==> src/inc/obcd_consts.vh <==
// constants for the option byte configuration decoder
// assumes inclusion by bare name from the store and core design files of the block
// Notes on behaviour
// - decode three-bit oscillator range field while rc oscillator off
// - sector zero size from two-bit field
// - readout lock outside user and iap
// - locked option erase wipes memory first
// - write lock blocks program flash forever
// - option bytes reachable only in programming
// - top bit picks pll times four/eight
// - bit six bypasses main pll
// - bit five bypasses timer pll
// - bit four switches rc oscillator off
// - detector off or one of three thresholds
// - watchdog bit picks hardware or software
// - halt entry resets when bit set and watchdog active
// - blank device holds all ones content
`ifndef OBCD_CONSTS_VH
`define OBCD_CONSTS_VH

// ****************************************
// register offsets
// ****************************************
`define OBCD_ADDR_BYTE0 4'h0
`define OBCD_ADDR_BYTE1 4'h1
`define OBCD_ADDR_STATUS 4'h2
`define OBCD_ADDR_CMD 4'h3
`define OBCD_ADDR_LIVE0 4'h4
`define OBCD_ADDR_LIVE1 4'h5

// ****************************************
// field positions
// ****************************************
`define OBCD_B0_RESERVED 7
`define OBCD_B0_OSC_HI 6
`define OBCD_B0_OSC_LO 4
`define OBCD_B0_SEC_HI 3
`define OBCD_B0_SEC_LO 2
`define OBCD_B0_READOUT 1
`define OBCD_B0_WLOCK 0
`define OBCD_B1_PLL_FACTOR 7
`define OBCD_B1_MAIN_BYPASS 6
`define OBCD_B1_TIMER_BYPASS 5
`define OBCD_B1_RC_OFF 4
`define OBCD_B1_LVD_HI 3
`define OBCD_B1_LVD_LO 2
`define OBCD_B1_WATCHDOG_SW_MODE 1
`define OBCD_B1_WATCHDOG_HALT_RESET 0
`define OBCD_CMD_ERASE 0
`define OBCD_CMD_CLR_ERR 1
`define OBCD_ST_PROG 0
`define OBCD_ST_BUSY 1
`define OBCD_ST_ERR 2
`define OBCD_ST_MASS 3

// ****************************************
// values
// ****************************************
`define OBCD_BLANK_BYTE 8'hff
`define OBCD_OSC_1_2MHZ 3'h0
`define OBCD_OSC_2_4MHZ 3'h1
`define OBCD_OSC_4_8MHZ 3'h2
`define OBCD_OSC_8_16MHZ 3'h3
`define OBCD_OSC_32KHZ 3'h4
`define OBCD_OSC_EXT_OSC1 3'h5
`define OBCD_OSC_RESERVED 3'h6
`define OBCD_OSC_EXT_ALT 3'h7
`define OBCD_LVD_OFF 2'h3
`define OBCD_SEC_BASE 13'h0200
`define OBCD_RST_OSC_SEL 3'h7
`define OBCD_RST_SEC_SEL 2'h3
`define OBCD_RST_SEC_BYTES 13'h1000
`define OBCD_RST_LVD_LEVEL 2'h3

`endif

==> src/rtl/obcd_sync.v <==
// two flip-flop synchroniser for one level
// assumes an asynchronous pin level and one core clock
`timescale 1ns/1ps
`default_nettype none
module obcd_sync (
  input wire core_clk_in,
  input wire rst_n_in,
  input wire async_in,
  output wire sync_out
);

  reg meta;
  reg stable;

  // ****************************************
  // two stages, first read only by second
  // ****************************************
  always @(posedge core_clk_in or negedge rst_n_in) begin
    if (!rst_n_in) begin
      meta <= 1'b0;
      stable <= 1'b0;
    end else begin
      meta <= async_in;
      stable <= meta;
    end
  end

  assign sync_out = stable;

endmodule // obcd_sync
`default_nettype wire

==> src/rtl/obcd_nv_store.v <==
// non-volatile store of the two option bytes
// assumes power-on reset only at first power, not at device reset
`timescale 1ns/1ps
`default_nettype none
`include "obcd_consts.vh"
module obcd_nv_store (
  input wire core_clk_in,
  input wire por_n_in,
  input wire wr_in,
  input wire wr_sel_in,
  input wire [7:0] wr_data_in,
  input wire wipe_in,
  output reg [7:0] byte0_out,
  output reg [7:0] byte1_out
);

  // ****************************************
  // storage cells
  // ****************************************
  always @(posedge core_clk_in or negedge por_n_in) begin
    if (!por_n_in) begin
      byte0_out <= `OBCD_BLANK_BYTE;
      byte1_out <= `OBCD_BLANK_BYTE;
    end else if (wipe_in) begin
      byte0_out <= `OBCD_BLANK_BYTE;
      byte1_out <= `OBCD_BLANK_BYTE;
    end else if (wr_in) begin
      if (wr_sel_in) begin
        byte1_out <= wr_data_in;
      end else begin
        byte0_out <= wr_data_in;
      end
    end
  end

endmodule // obcd_nv_store
`default_nettype wire

==> src/rtl/obcd_core.v <==
// option byte holder and decoder with programming access port
// assumes programming mode arrives on a pin, mode flags on core clock
//
// The placing of the registers and strobed register access are this design's own decisions.
`timescale 1ns/1ps
`default_nettype none
`include "obcd_consts.vh"
module obcd_core (
  input wire core_clk_in,
  input wire rst_n_in,
  input wire por_n_in,
  input wire prog_mode_in,
  input wire user_mode_in,
  input wire in_application_programming_in,
  input wire mass_erase_done_in,
  input wire watchdog_active_in,
  input wire halt_entry_in,
  input wire [3:0] addr_in,
  input wire [7:0] wr_data_in,
  input wire wr_in,
  input wire rd_in,
  output reg [7:0] rd_data_out,
  output reg mass_erase_req_out,
  output reg [2:0] osc_range_sel_out,
  output reg range_1_2mhz_out,
  output reg range_2_4mhz_out,
  output reg range_4_8mhz_out,
  output reg range_8_16mhz_out,
  output reg range_32khz_out,
  output reg external_clock_input_osc1_out,
  output reg external_clock_input_alt_out,
  output reg osc_range_reserved_out,
  output reg [1:0] sector0_size_sel_out,
  output reg [12:0] sector0_bytes_out,
  output reg readout_protect_out,
  output reg mem_access_allow_out,
  output reg flash_write_lock_out,
  output reg pll_factor_sel_out,
  output reg main_pll_bypass_out,
  output reg timer_pll_bypass_out,
  output reg rc_osc_on_out,
  output reg low_voltage_detector_en_out,
  output reg [1:0] low_voltage_detector_level_out,
  output reg watchdog_sw_mode_out,
  output reg watchdog_hw_enable_out,
  output reg watchdog_halt_reset_out,
  output reg halt_reset_req_out
);

  // ****************************************
  // functions
  // ****************************************
  function [12:0] sector_bytes;
    input [1:0] sel;
    begin
      sector_bytes = `OBCD_SEC_BASE << sel;
    end
  endfunction

  function osc_is;
    input [2:0] field;
    input [2:0] code;
    input rc_off;
    begin
      osc_is = rc_off && (field == code);
    end
  endfunction

  // ****************************************
  // states
  // ****************************************
  localparam [1:0] ST_IDLE = 2'h0;
  localparam [1:0] ST_MASS = 2'h1;
  localparam [1:0] ST_WIPE = 2'h2;

  wire prog_mode;
  wire [7:0] nv_byte0;
  wire [7:0] nv_byte1;
  reg [7:0] live0;
  reg [7:0] live1;
  reg load_pending;
  reg [1:0] state;
  reg [1:0] next_state;
  reg erase_err;
  reg next_erase_err;
  reg nv_wr;
  reg [7:0] nv_wr_data;
  reg nv_wipe;
  reg [7:0] next_rd_data;
  reg next_mass_req;
  wire rc_off;
  wire [2:0] osc_field;
  wire busy;
  wire cmd_wr;
  wire erase_cmd;

  // ****************************************
  // programming mode pin
  // ****************************************
  obcd_sync u_prog_sync (
    .core_clk_in(core_clk_in),
    .rst_n_in(rst_n_in),
    .async_in(prog_mode_in),
    .sync_out(prog_mode)
  );

  // ****************************************
  // option byte store
  // ****************************************
  obcd_nv_store u_store (
    .core_clk_in(core_clk_in),
    .por_n_in(por_n_in),
    .wr_in(nv_wr),
    .wr_sel_in(addr_in[0]),
    .wr_data_in(nv_wr_data),
    .wipe_in(nv_wipe),
    .byte0_out(nv_byte0),
    .byte1_out(nv_byte1)
  );

  // ****************************************
  // latch at reset release
  // ****************************************
  always @(posedge core_clk_in or negedge rst_n_in) begin
    if (!rst_n_in) begin
      live0 <= `OBCD_BLANK_BYTE;
      live1 <= `OBCD_BLANK_BYTE;
      load_pending <= 1'b1;
    end else if (load_pending) begin
      live0 <= nv_byte0;
      live1 <= nv_byte1;
      load_pending <= 1'b0;
    end
  end

  // ****************************************
  // programming access
  // ****************************************
  assign busy = (state != ST_IDLE);
  assign cmd_wr = wr_in && prog_mode && (addr_in == `OBCD_ADDR_CMD);
  assign erase_cmd = cmd_wr && wr_data_in[`OBCD_CMD_ERASE] && !busy;

  always @* begin
    nv_wr = 1'b0;
    nv_wr_data = wr_data_in;
    if (wr_in && prog_mode && !busy) begin
      if (addr_in == `OBCD_ADDR_BYTE0) begin
        nv_wr = 1'b1;
        if (live0[`OBCD_B0_WLOCK]) begin
          nv_wr_data[`OBCD_B0_WLOCK] = 1'b1;
        end
      end else if (addr_in == `OBCD_ADDR_BYTE1) begin
        nv_wr = 1'b1;
      end
    end
  end

  // ****************************************
  // erase sequencer
  // ****************************************
  always @* begin
    next_state = state;
    next_erase_err = erase_err;
    next_mass_req = 1'b0;
    nv_wipe = 1'b0;
    if (cmd_wr && wr_data_in[`OBCD_CMD_CLR_ERR]) begin
      next_erase_err = 1'b0;
    end
    case (state)
      ST_IDLE: begin
        if (erase_cmd) begin
          if (live0[`OBCD_B0_WLOCK]) begin
            next_erase_err = 1'b1;
          end else if (live0[`OBCD_B0_READOUT]) begin
            next_state = ST_MASS;
            next_mass_req = 1'b1;
          end else begin
            next_state = ST_WIPE;
          end
        end
      end
      ST_MASS: begin
        if (mass_erase_done_in) begin
          next_state = ST_WIPE;
        end else begin
          next_mass_req = 1'b1;
        end
      end
      ST_WIPE: begin
        nv_wipe = 1'b1;
        next_state = ST_IDLE;
      end
      default: begin
        next_state = ST_IDLE;
      end
    endcase
  end

  always @(posedge core_clk_in or negedge rst_n_in) begin
    if (!rst_n_in) begin
      state <= ST_IDLE;
      erase_err <= 1'b0;
      mass_erase_req_out <= 1'b0;
    end else begin
      state <= next_state;
      erase_err <= next_erase_err;
      mass_erase_req_out <= next_mass_req;
    end
  end

  // ****************************************
  // read port
  // ****************************************
  always @* begin
    next_rd_data = 8'h00;
    if (rd_in) begin
      case (addr_in)
        `OBCD_ADDR_BYTE0: next_rd_data = prog_mode ? nv_byte0 : 8'h00;
        `OBCD_ADDR_BYTE1: next_rd_data = prog_mode ? nv_byte1 : 8'h00;
        `OBCD_ADDR_LIVE0: next_rd_data = prog_mode ? live0 : 8'h00;
        `OBCD_ADDR_LIVE1: next_rd_data = prog_mode ? live1 : 8'h00;
        `OBCD_ADDR_STATUS: begin
          next_rd_data[`OBCD_ST_PROG] = prog_mode;
          next_rd_data[`OBCD_ST_BUSY] = busy;
          next_rd_data[`OBCD_ST_ERR] = erase_err;
          next_rd_data[`OBCD_ST_MASS] = mass_erase_req_out;
        end
        default: next_rd_data = 8'h00;
      endcase
    end
  end

  always @(posedge core_clk_in or negedge rst_n_in) begin
    if (!rst_n_in) begin
      rd_data_out <= 8'h00;
    end else begin
      rd_data_out <= next_rd_data;
    end
  end

  // ****************************************
  // decoded settings
  // ****************************************
  assign rc_off = live1[`OBCD_B1_RC_OFF];
  // flags decode the latched field so all settings move together
  assign osc_field = live0[`OBCD_B0_OSC_HI:`OBCD_B0_OSC_LO];

  always @(posedge core_clk_in or negedge rst_n_in) begin
    if (!rst_n_in) begin
      osc_range_sel_out <= `OBCD_RST_OSC_SEL;
      range_1_2mhz_out <= 1'b0;
      range_2_4mhz_out <= 1'b0;
      range_4_8mhz_out <= 1'b0;
      range_8_16mhz_out <= 1'b0;
      range_32khz_out <= 1'b0;
      external_clock_input_osc1_out <= 1'b0;
      external_clock_input_alt_out <= 1'b0;
      osc_range_reserved_out <= 1'b0;
      sector0_size_sel_out <= `OBCD_RST_SEC_SEL;
      sector0_bytes_out <= `OBCD_RST_SEC_BYTES;
      readout_protect_out <= 1'b1;
      mem_access_allow_out <= 1'b0;
      flash_write_lock_out <= 1'b1;
      pll_factor_sel_out <= 1'b0;
      main_pll_bypass_out <= 1'b1;
      timer_pll_bypass_out <= 1'b1;
      rc_osc_on_out <= 1'b0;
      low_voltage_detector_en_out <= 1'b0;
      low_voltage_detector_level_out <= `OBCD_RST_LVD_LEVEL;
      watchdog_sw_mode_out <= 1'b1;
      watchdog_hw_enable_out <= 1'b0;
      watchdog_halt_reset_out <= 1'b1;
      halt_reset_req_out <= 1'b0;
    end else begin
      osc_range_sel_out <= osc_field;
      range_1_2mhz_out <= osc_is(osc_field, `OBCD_OSC_1_2MHZ, rc_off);
      range_2_4mhz_out <= osc_is(osc_field, `OBCD_OSC_2_4MHZ, rc_off);
      range_4_8mhz_out <= osc_is(osc_field, `OBCD_OSC_4_8MHZ, rc_off);
      range_8_16mhz_out <= osc_is(osc_field, `OBCD_OSC_8_16MHZ, rc_off);
      range_32khz_out <= osc_is(osc_field, `OBCD_OSC_32KHZ, rc_off);
      external_clock_input_osc1_out <= osc_is(osc_field, `OBCD_OSC_EXT_OSC1, rc_off);
      external_clock_input_alt_out <= osc_is(osc_field, `OBCD_OSC_EXT_ALT, rc_off);
      osc_range_reserved_out <= osc_is(osc_field, `OBCD_OSC_RESERVED, rc_off);
      sector0_size_sel_out <= live0[`OBCD_B0_SEC_HI:`OBCD_B0_SEC_LO];
      sector0_bytes_out <= sector_bytes(live0[`OBCD_B0_SEC_HI:`OBCD_B0_SEC_LO]);
      readout_protect_out <= live0[`OBCD_B0_READOUT];
      mem_access_allow_out <= !live0[`OBCD_B0_READOUT] || user_mode_in ||
        in_application_programming_in;
      flash_write_lock_out <= live0[`OBCD_B0_WLOCK];
      // factor only matters while the pll runs
      pll_factor_sel_out <= live1[`OBCD_B1_PLL_FACTOR] && !live1[`OBCD_B1_MAIN_BYPASS];
      main_pll_bypass_out <= live1[`OBCD_B1_MAIN_BYPASS];
      timer_pll_bypass_out <= live1[`OBCD_B1_TIMER_BYPASS];
      rc_osc_on_out <= !rc_off;
      low_voltage_detector_en_out <= live1[`OBCD_B1_LVD_HI:`OBCD_B1_LVD_LO] != `OBCD_LVD_OFF;
      low_voltage_detector_level_out <= live1[`OBCD_B1_LVD_HI:`OBCD_B1_LVD_LO];
      watchdog_sw_mode_out <= live1[`OBCD_B1_WATCHDOG_SW_MODE];
      watchdog_hw_enable_out <= !live1[`OBCD_B1_WATCHDOG_SW_MODE];
      watchdog_halt_reset_out <= live1[`OBCD_B1_WATCHDOG_HALT_RESET];
      halt_reset_req_out <= live1[`OBCD_B1_WATCHDOG_HALT_RESET] && watchdog_active_in &&
        halt_entry_in && !load_pending;
    end
  end

endmodule // obcd_core
`default_nettype wire

==> config.mk <==
export PLATFORM = sky130hd
export DESIGN_NAME = obcd_core
export DESIGN_NICKNAME = d
export VERILOG_FILES = /design/src/rtl/obcd_sync.v /design/src/rtl/obcd_nv_store.v /design/src/rtl/obcd_core.v
export VERILOG_INCLUDE_DIRS = /design/src /design/src/inc
export SDC_FILE = /design/constraint.sdc
export NUM_CORES = 1
export LEC_CHECK = 0
export ABC_CLOCK_PERIOD_IN_PS = 1600
export BUFFER_PORTS_ARGS = -buffer_cell sky130_fd_sc_hd__clkbuf_2
export CAP_MARGIN = 0
export CORE_MARGIN = 4
export CORE_UTILIZATION = 50
export CTS_CLUSTER_SIZE = 16
export DETAILED_ROUTE_END_ITERATION = 6
export GPL_TIMING_DRIVEN = 0
export PLACE_DENSITY = 0.81
export SLEW_MARGIN = 20
export SYNTH_ARGS = -nofsm -noshare
export SYNTH_HDL_FRONTEND = slang
export SYNTH_HIERARCHICAL = 1
export SYNTH_SLANG_ARGS = --single-unit
export TNS_END_PERCENT = 10
==> constraint.sdc <==
create_clock -name core_clk_in -period 1.6 [get_ports core_clk_in]
set_clock_uncertainty 0.05 [all_clocks]
set_input_delay 0.08 -clock core_clk_in [delete_from_list [all_inputs] [get_ports core_clk_in]]
set_output_delay 0.08 -clock core_clk_in [all_outputs]
set_load 0.01 [all_outputs]
==> results of run 1 <==
## final timing paths
check	to	depth (start not counted)
setup / recovery	live1[5]$_DFFE_PN1P_	2
hold / removal	u_store/byte1_out[5]$_DFFE_PN1P_	3
setup reg to reg	live1[5]$_DFFE_PN1P_	2
hold reg to reg	timer_pll_bypass_out$_DFF_PN1_	0
max in group asynchronous	main_pll_bypass_out$_DFF_PN1_	3
min in group asynchronous	watchdog_hw_enable_out$_DFF_PN0_	2
## layout make-up
cell class	count	area, sq um	area share, %
sequential	78	2010	49.6
multi-input combinational	148	1040	25.8
timing repair buffer	76	473	11.7
buffer	21	163	4.01
clock buffer	10	138	3.40
clock inverter	6	109	2.69
tap	75	93.8	2.31
inverter	6	22.5	0.556
## through the flow
| stage | hold WS [ns] | setup WS, ns | area (sq um) |
|---|---|---|---|
| floorplan | -0.266 | 0.113 | 3240 |
| global placement | 0.141 | -0.0736 | 3630 |
| detailed placement | -0.0281 | -0.111 | 3650 |
| CTS | 0.00492 | 0.00352 | 4050 |
| global route | 0.00403 | -0.0530 | 4050 |
| finish | 0.0197 | 0.0282 | 4050 |
## Yosys cell counts
master	instances	area [sq um]
nor3b_1	1	7.51
a21boi_1	1	7.51
buf_2	4	20.0
nand2_1	11	41.3
nand4bb_1	1	11.3
o22ai_1	5	31.3
clkbuf_1	2	7.51
o21ba_1	1	10.0
mux2_2	12	135
dfrtp_1	31	776
dfstp_2	47	1230
nand2b_1	4	25.0
buf_6	6	67.6
nand2b_4	1	13.8
o2bb2ai_1	1	8.76
conb_1	1	3.75
inv_1	6	22.5
buf_4	9	67.6
nor4_4	1	21.3
nor3_1	3	15.0
and4b_1	1	10.0
nor2_1	23	86.3
nor2b_1	4	25.0
or4b_4	1	13.8
o32ai_1	3	26.3
a211oi_1	8	60.1
nand4_1	2	12.5
a21boi_2	2	22.5
or3b_1	1	8.76
a31o_1	1	8.76
o22a_1	3	26.3
nor4b_1	1	8.76
mux2i_1	24	240
a21oi_1	8	40.0
and4bb_1	1	12.5
o21ai_0	5	25.0
and2_1	6	37.5
or3_1	2	12.5
## layout by cell type (no fill, tap or decap), types with 4 or more instances in the layout
cell / Yosys / layout
clkbuf_2: 0 / 59
dfstp_2: 47 / 47
dfrtp_1: 31 / 31
mux2i_1: 24 / 24
nor2_1: 23 / 23
dlygate4sd3_1: 0 / 15
mux2_2: 12 / 12
nand2_1: 11 / 11
conb_1: 1 / 10
clkbuf_8: 0 / 10
buf_4: 9 / 9
a211oi_1: 8 / 8
a21oi_1: 8 / 8
buf_6: 6 / 6
and2_1: 6 / 6
inv_1: 6 / 6
o22ai_1: 5 / 5
o21ai_0: 5 / 5
buf_2: 4 / 4
nand2b_1: 4 / 4
## per-layer routing
layer / GRT usage, % / vias to the layer above / routed length, microns
met2: 30.1 / 69 / 3290
met5: 0 / - / 0
met4: 9.48 / 0 / 164
met1: 23.0 / 1088 / 2780
li1: - / 1027 / -
met3: 6.02 / 13 / 425
## cells by family (layout without fill, tap and decap cells)
group                  after synthesis  after routing  share of synthesized area, %
DFF                                 78             78                          62.7
and+or+nand+nor                     64             64                          11.3
muxes                               36             36                          11.7
AOI/OAI and AO/OA                   38             38                          8.32
other                                1             10                         0.117
buffers and inverters               27            119                          5.78
## flip-flops by register name, summed over array words and instances, names as in the netlist, 2 cells and up
| register | cells |
|---|---|
| live0 | 8 |
| live1 | 8 |
| rd_data_out | 8 |
| u_store/byte0_out | 8 |
| u_store/byte1_out | 8 |
| sector0_bytes_out | 4 |
| osc_range_sel_out | 3 |
| low_voltage_detector_level_out | 2 |
| sector0_size_sel_out | 2 |
| state | 2 |
## power by group
part           internal, mW  leakage, nW  total [mW]  switching (mW)
registers              2.52        0.904        2.77           0.247
clock network          1.08        0.126        1.79           0.711
logic                 0.408        0.932       0.821           0.413
## worst max-delay path, stage by stage (launching register included)
cell      delay, ns
dfstp_2        0.55
clkbuf_1       0.49
mux2_2         0.41
## repair_timing
action,4_1_cts,5_1_grt
hold buffers,15,0
endpoints found under the hold margin,75,0
setup endpoints to repair,0,26
gates resized for setup,0,1
==> impl_metrics.env, run 1 <==
export IMPL_grt_ovfl_total=0
export IMPL_post_layout_nonfiller_instances=420
export IMPL_syn_instance_count=244
export IMPL_h_tree_levels=3
export IMPL_cp_arrival_ns=1.81
export IMPL_yosys_reg_bits=78
export IMPL_grt_pass1_vias=2259
export IMPL_tns_ns=0
export IMPL_cts_root_to_sink_buffers=2
export IMPL_drcViolationCount=0
export IMPL_startpoint="load_pending$_DFF_PN1_"
export IMPL_timing_critical_path_fanout_max=10
export IMPL_syn_area_per_cell_sq_um=13.1
export IMPL_hold_path_class="primary input to flip-flop"
export IMPL_worstSetupStartpointType="flip-flop"
export IMPL_dp_hpwl_microns=4530
export IMPL_nNetsFinal=363
export IMPL_clock_sinks=78
export IMPL_avgViaCountPerCell=5.23
export IMPL_timing_final_setup_violations=0
export IMPL_drt_iter0_drc=98
export IMPL_rsz_0062_raised_after_global_routing="yes"
export IMPL_clk_insertion_delay_late_ns=0.36
export IMPL_worst_slew_pin_transition_ns=0.728
export IMPL_layout_area_overhead_pct=26.5
export IMPL_initial_core_util_pct=52.9
export IMPL_initial_antenna_violation_count=0
export IMPL_layout_drive_gt1_share_pct=46.7
export IMPL_hold_path_startpoint="addr_in[0]"
export IMPL_run_status="completed"
export IMPL_cts_root_buffer_cell="clkbuf_8"
export IMPL_post_synth_num_cell_types=38
export IMPL_cellPowerDensity_nw_per_um2=1330
export IMPL_r2r_slack_ns=0.03
export IMPL_nFillCells=436
export IMPL_design_power_total_mw=5.38
export IMPL_fin_util_pct=66.9
export IMPL_timing_hold_violations_final=0
export IMPL_max_cap_viol_count=0
export IMPL_finalMaxSlewViolations=0
export IMPL_total_number_of_vias=2197
export IMPL_coreArea_sq_um=6060
export IMPL_chipHeight_microns=88.1
export IMPL_detailedRoute_firstPassIterationCount=4
export IMPL_die_x_microns=88.1
export IMPL_cp_data_required_time_ns=1.83
export IMPL_worst_r2r_startpoint="load_pending$_DFF_PN1_"
export IMPL_power_ir_vdd_worst_v=0.000783
export IMPL_ioPinCount=72
export IMPL_grt_max_degree=42
export IMPL_insertedDiodeCount=0
export IMPL_synth_sequential_area_ratio_pct=62.7
export IMPL_post_route_period_util_pct=98.2
export IMPL_floorplan_rows=28
export IMPL_clk_pin_slew_ns=0.08
export IMPL_gp_congestion=0.819
export IMPL_worst_slew_margin_rel_pct=51.1
export IMPL_power_static_leakage_nw=1.96
export IMPL_grt_total_usage_pct=18.8
export IMPL_portBuffers=60
export IMPL_setup_worst_path_end_class="flip-flop"
export IMPL_finalWorstPathRequiredPeriod_ns=1.57
export IMPL_grt_first_pass_wirelength_microns=10800
export IMPL_cts_made_buffers=9
export IMPL_synthesis_yosys_warnings=6
export IMPL_placed_cells=389
export IMPL_timing_setup_critical_path_class="flip-flop to flip-flop"
export IMPL_routed_wirelength_microns=6660
export IMPL_wire_per_inst_microns=15.9
export IMPL_achievable_frequency_mhz=636
export IMPL_mappedNetlistArea_sq_um=3200
export IMPL_antenna_violating_nets_left=0
export IMPL_post_cts_setup_buffer_count=0
export IMPL_design_die_area_sq_um=7750
export IMPL_cts_tree="built"
Note: power is estimated with default switching activity, not from simulation.
==> run 2: changes to the inputs <==
--- a/config.mk
+++ b/config.mk
@@ -8,3 +8,3 @@
 export LEC_CHECK = 0
-export ABC_CLOCK_PERIOD_IN_PS = 1600
+export ABC_CLOCK_PERIOD_IN_PS = 1700
 export BUFFER_PORTS_ARGS = -buffer_cell sky130_fd_sc_hd__clkbuf_2
==> constraint.sdc (replaced) <==
create_clock -name core_clk_in -period 1.7 [get_ports core_clk_in]
set_clock_uncertainty 0.05 [all_clocks]
set_input_delay 0.51 -clock core_clk_in [delete_from_list [all_inputs] [get_ports core_clk_in]]
set_output_delay 0.51 -clock core_clk_in [all_outputs]
set_load 0.01 [all_outputs]
==> run 2 against run 1 <==
Sequential power is 6% lower. Non-clock buffer count is 14 lower. Final area is 4.2% lower. Die area stayed put. Critical path type is now primary input to flip-flop. Largest power group unchanged.
==> impl_metrics.env, run 2 (synthesized netlist as in run 1, its figures left out) <==
export IMPL_grt_ovfl_total=0
export IMPL_worstSetupStartpointType="primary input"
export IMPL_post_route_period_util_pct=98.8
export IMPL_drt_iter0_drc=68
export IMPL_clk_insertion_delay_late_ns=0.35
export IMPL_layout_drive_gt1_share_pct=50.2
export IMPL_portBuffers=60
export IMPL_wl_met1_microns=2640
export IMPL_finalWorstPathRequiredPeriod_ns=1.68
export IMPL_initial_core_util_pct=52.9
export IMPL_gp_congestion=0.823
export IMPL_layout_area_overhead_pct=21.2
export IMPL_grt_max_degree=42
export IMPL_chipHeight_microns=88.1
export IMPL_floorplan_rows=28
export IMPL_timing_critical_path_fanout_max=10
export IMPL_cts_made_buffers=9
export IMPL_run_status="completed"
export IMPL_finalMaxSlewViolations=0
export IMPL_avgViaCountPerCell=5.16
export IMPL_wire_per_inst_microns=15.2
export IMPL_cts_root_buffer_cell="clkbuf_8"
export IMPL_total_number_of_vias=2093
export IMPL_cp_data_required_time_ns=1.92
export IMPL_worst_slew_pin_transition_ns=0.602
export IMPL_clk_pin_slew_ns=0.08
export IMPL_nFillCells=468
export IMPL_dp_hpwl_microns=4350
export IMPL_power_static_leakage_nw=1.88
export IMPL_routed_wl_met2_microns=3030
export IMPL_coreArea_sq_um=6060
export IMPL_dp_worst_setup_slack_ns=-0.352
export IMPL_setup_worst_path_end_class="flip-flop"
export IMPL_insertedDiodeCount=0
export IMPL_cts_root_to_sink_buffers=2
export IMPL_achievable_frequency_mhz=595
export IMPL_grt_first_pass_wirelength_microns=10300
export IMPL_fin_ws_ns=0.0203
export IMPL_cts_hold_fix_buffers=0
export IMPL_design_die_area_sq_um=7750
export IMPL_initial_antenna_violation_count=0
export IMPL_routed_wirelength_microns=6160
export IMPL_detailedRoute_firstPassIterationCount=4
export IMPL_grt_total_usage_pct=17.6
export IMPL_layout_cells_most_common="clkbuf_2"
export IMPL_hold_path_class="primary input to async pin"
export IMPL_max_cap_viol_count=0
export IMPL_grt_pass1_vias=2172
export IMPL_h_tree_levels=3
export IMPL_timing_hold_violations_final=0
export IMPL_worst_slew_margin_rel_pct=59.3
export IMPL_cellPowerDensity_nw_per_um2=1210
export IMPL_nNetsFinal=349
export IMPL_timing_setup_critical_path_class="primary input to flip-flop"
export IMPL_rsz_0062_raised_after_global_routing="yes"
export IMPL_power_ir_vdd_worst_v=0.000634
export IMPL_die_x_microns=88.1
export IMPL_antenna_violating_nets_left=0
export IMPL_final_cell_mix="clkbuf_2, dfstp_2, dfrtp_1"
export IMPL_ioPinCount=72
export IMPL_wl_met3_microns=345
export IMPL_hold_slack_ns=0.0218
export IMPL_routed_top_layer="met4"
export IMPL_cts_tree="built"
export IMPL_clock_sinks=78
export IMPL_cp_arrival_ns=1.90
export IMPL_drcViolationCount=0
export IMPL_timing_final_setup_violations=0
==> run 2: cell count changes in the layout (fill, tap and decap cells not counted), sizes merged <==
| cell | delta |
|---|---|
| buf | +3 |
| bufinv | -2 |
| clkbuf | -2 |
| clkinv | +2 |
| dlygate4sd3 | -15 |
==> run 2: worst paths after layout <==
check	cells past startpoint	from	slack (ns)	endpoint
setup / recovery	7	addr_in[2]	0.02	u_store/byte0_out[2]$_DFFE_PN1P_
hold / removal	1	rst_n_in	0.02	watchdog_hw_enable_out$_DFF_PN0_
setup reg to reg	2	load_pending$_DFF_PN1_	0.15	live1[5]$_DFFE_PN1P_
hold reg to reg	0	u_prog_sync/meta$_DFF_PN0_	0.31	u_prog_sync/sync_out$_DFF_PN0_
max in group asynchronous	2	rst_n_in	1.01	live1[0]$_DFFE_PN1P_
min in group core_clk_in	1	prog_mode_in	0.21	u_prog_sync/meta$_DFF_PN0_
==> run 2: what timing repair did <==
item | in CTS | in global routing
resized for setup | 0 | 14
setup buffers | 0 | 3
endpoints found under the hold margin | 0 | 0
setup endpoints to repair | 0 | 16
==> run 2: power breakdown <==
group,internal [mW],switching [mW],leakage [nW],total [mW]
clock network,0.676,0.659,0.100,1.33
registers,2.37,0.221,0.904,2.59
logic,0.371,0.383,0.877,0.754
total,3.42,1.26,1.88,4.68
==> run 2: layout make-up <==
class | instances | area (sq um) | area share, %
Sequential cell | 78 | 2010 | 51.8
Buffer | 19 | 155 | 4.00
Timing Repair Buffer | 64 | 348 | 8.96
Tap cell | 75 | 93.8 | 2.42
Clock inverter | 6 | 62.6 | 1.61
Multi-Input combinational cell | 148 | 1060 | 27.4
Inverter | 6 | 22.5 | 0.580
Clock buffer | 10 | 128 | 3.29
==> run 2: metrics by stage <==
| step | power (mW) | setup TNS (ns) | utilization [%] | cell area (sq um) | cells |
|---|---|---|---|---|---|
| 2_1_floorplan | 3.04 | -2.24 | - | 3240 | 253 |
| 3_3_place_gp | 3.34 | -9.36 | 59.9 | 3630 | 388 |
| 3_5_place_dp | 3.38 | -5.42 | 60.3 | 3650 | 389 |
| 4_1_cts | 4.73 | 0 | 63.4 | 3840 | 405 |
| 5_1_grt | 4.95 | -0.0979 | 64.1 | 3880 | 406 |
| 6_report | 4.68 | 0 | 64.1 | 3880 | 406 |
==> run 2: metal layers <==
metal / vias to the layer above / GRT usage, %
met5: - / 0
met4: 0 / 8.65
met3: 11 / 4.05
met2: 56 / 28.1
met1: 1023 / 22.8
li1: 1003 / -
==> run 2: critical path, stage by stage <==
cell and delay (ns):
buf_12 0.12, or3_4 0.38, buf_6 0.13, nor4_4 0.25, buf_6 0.18, nand2b_4 0.13, mux2i_1 0.19
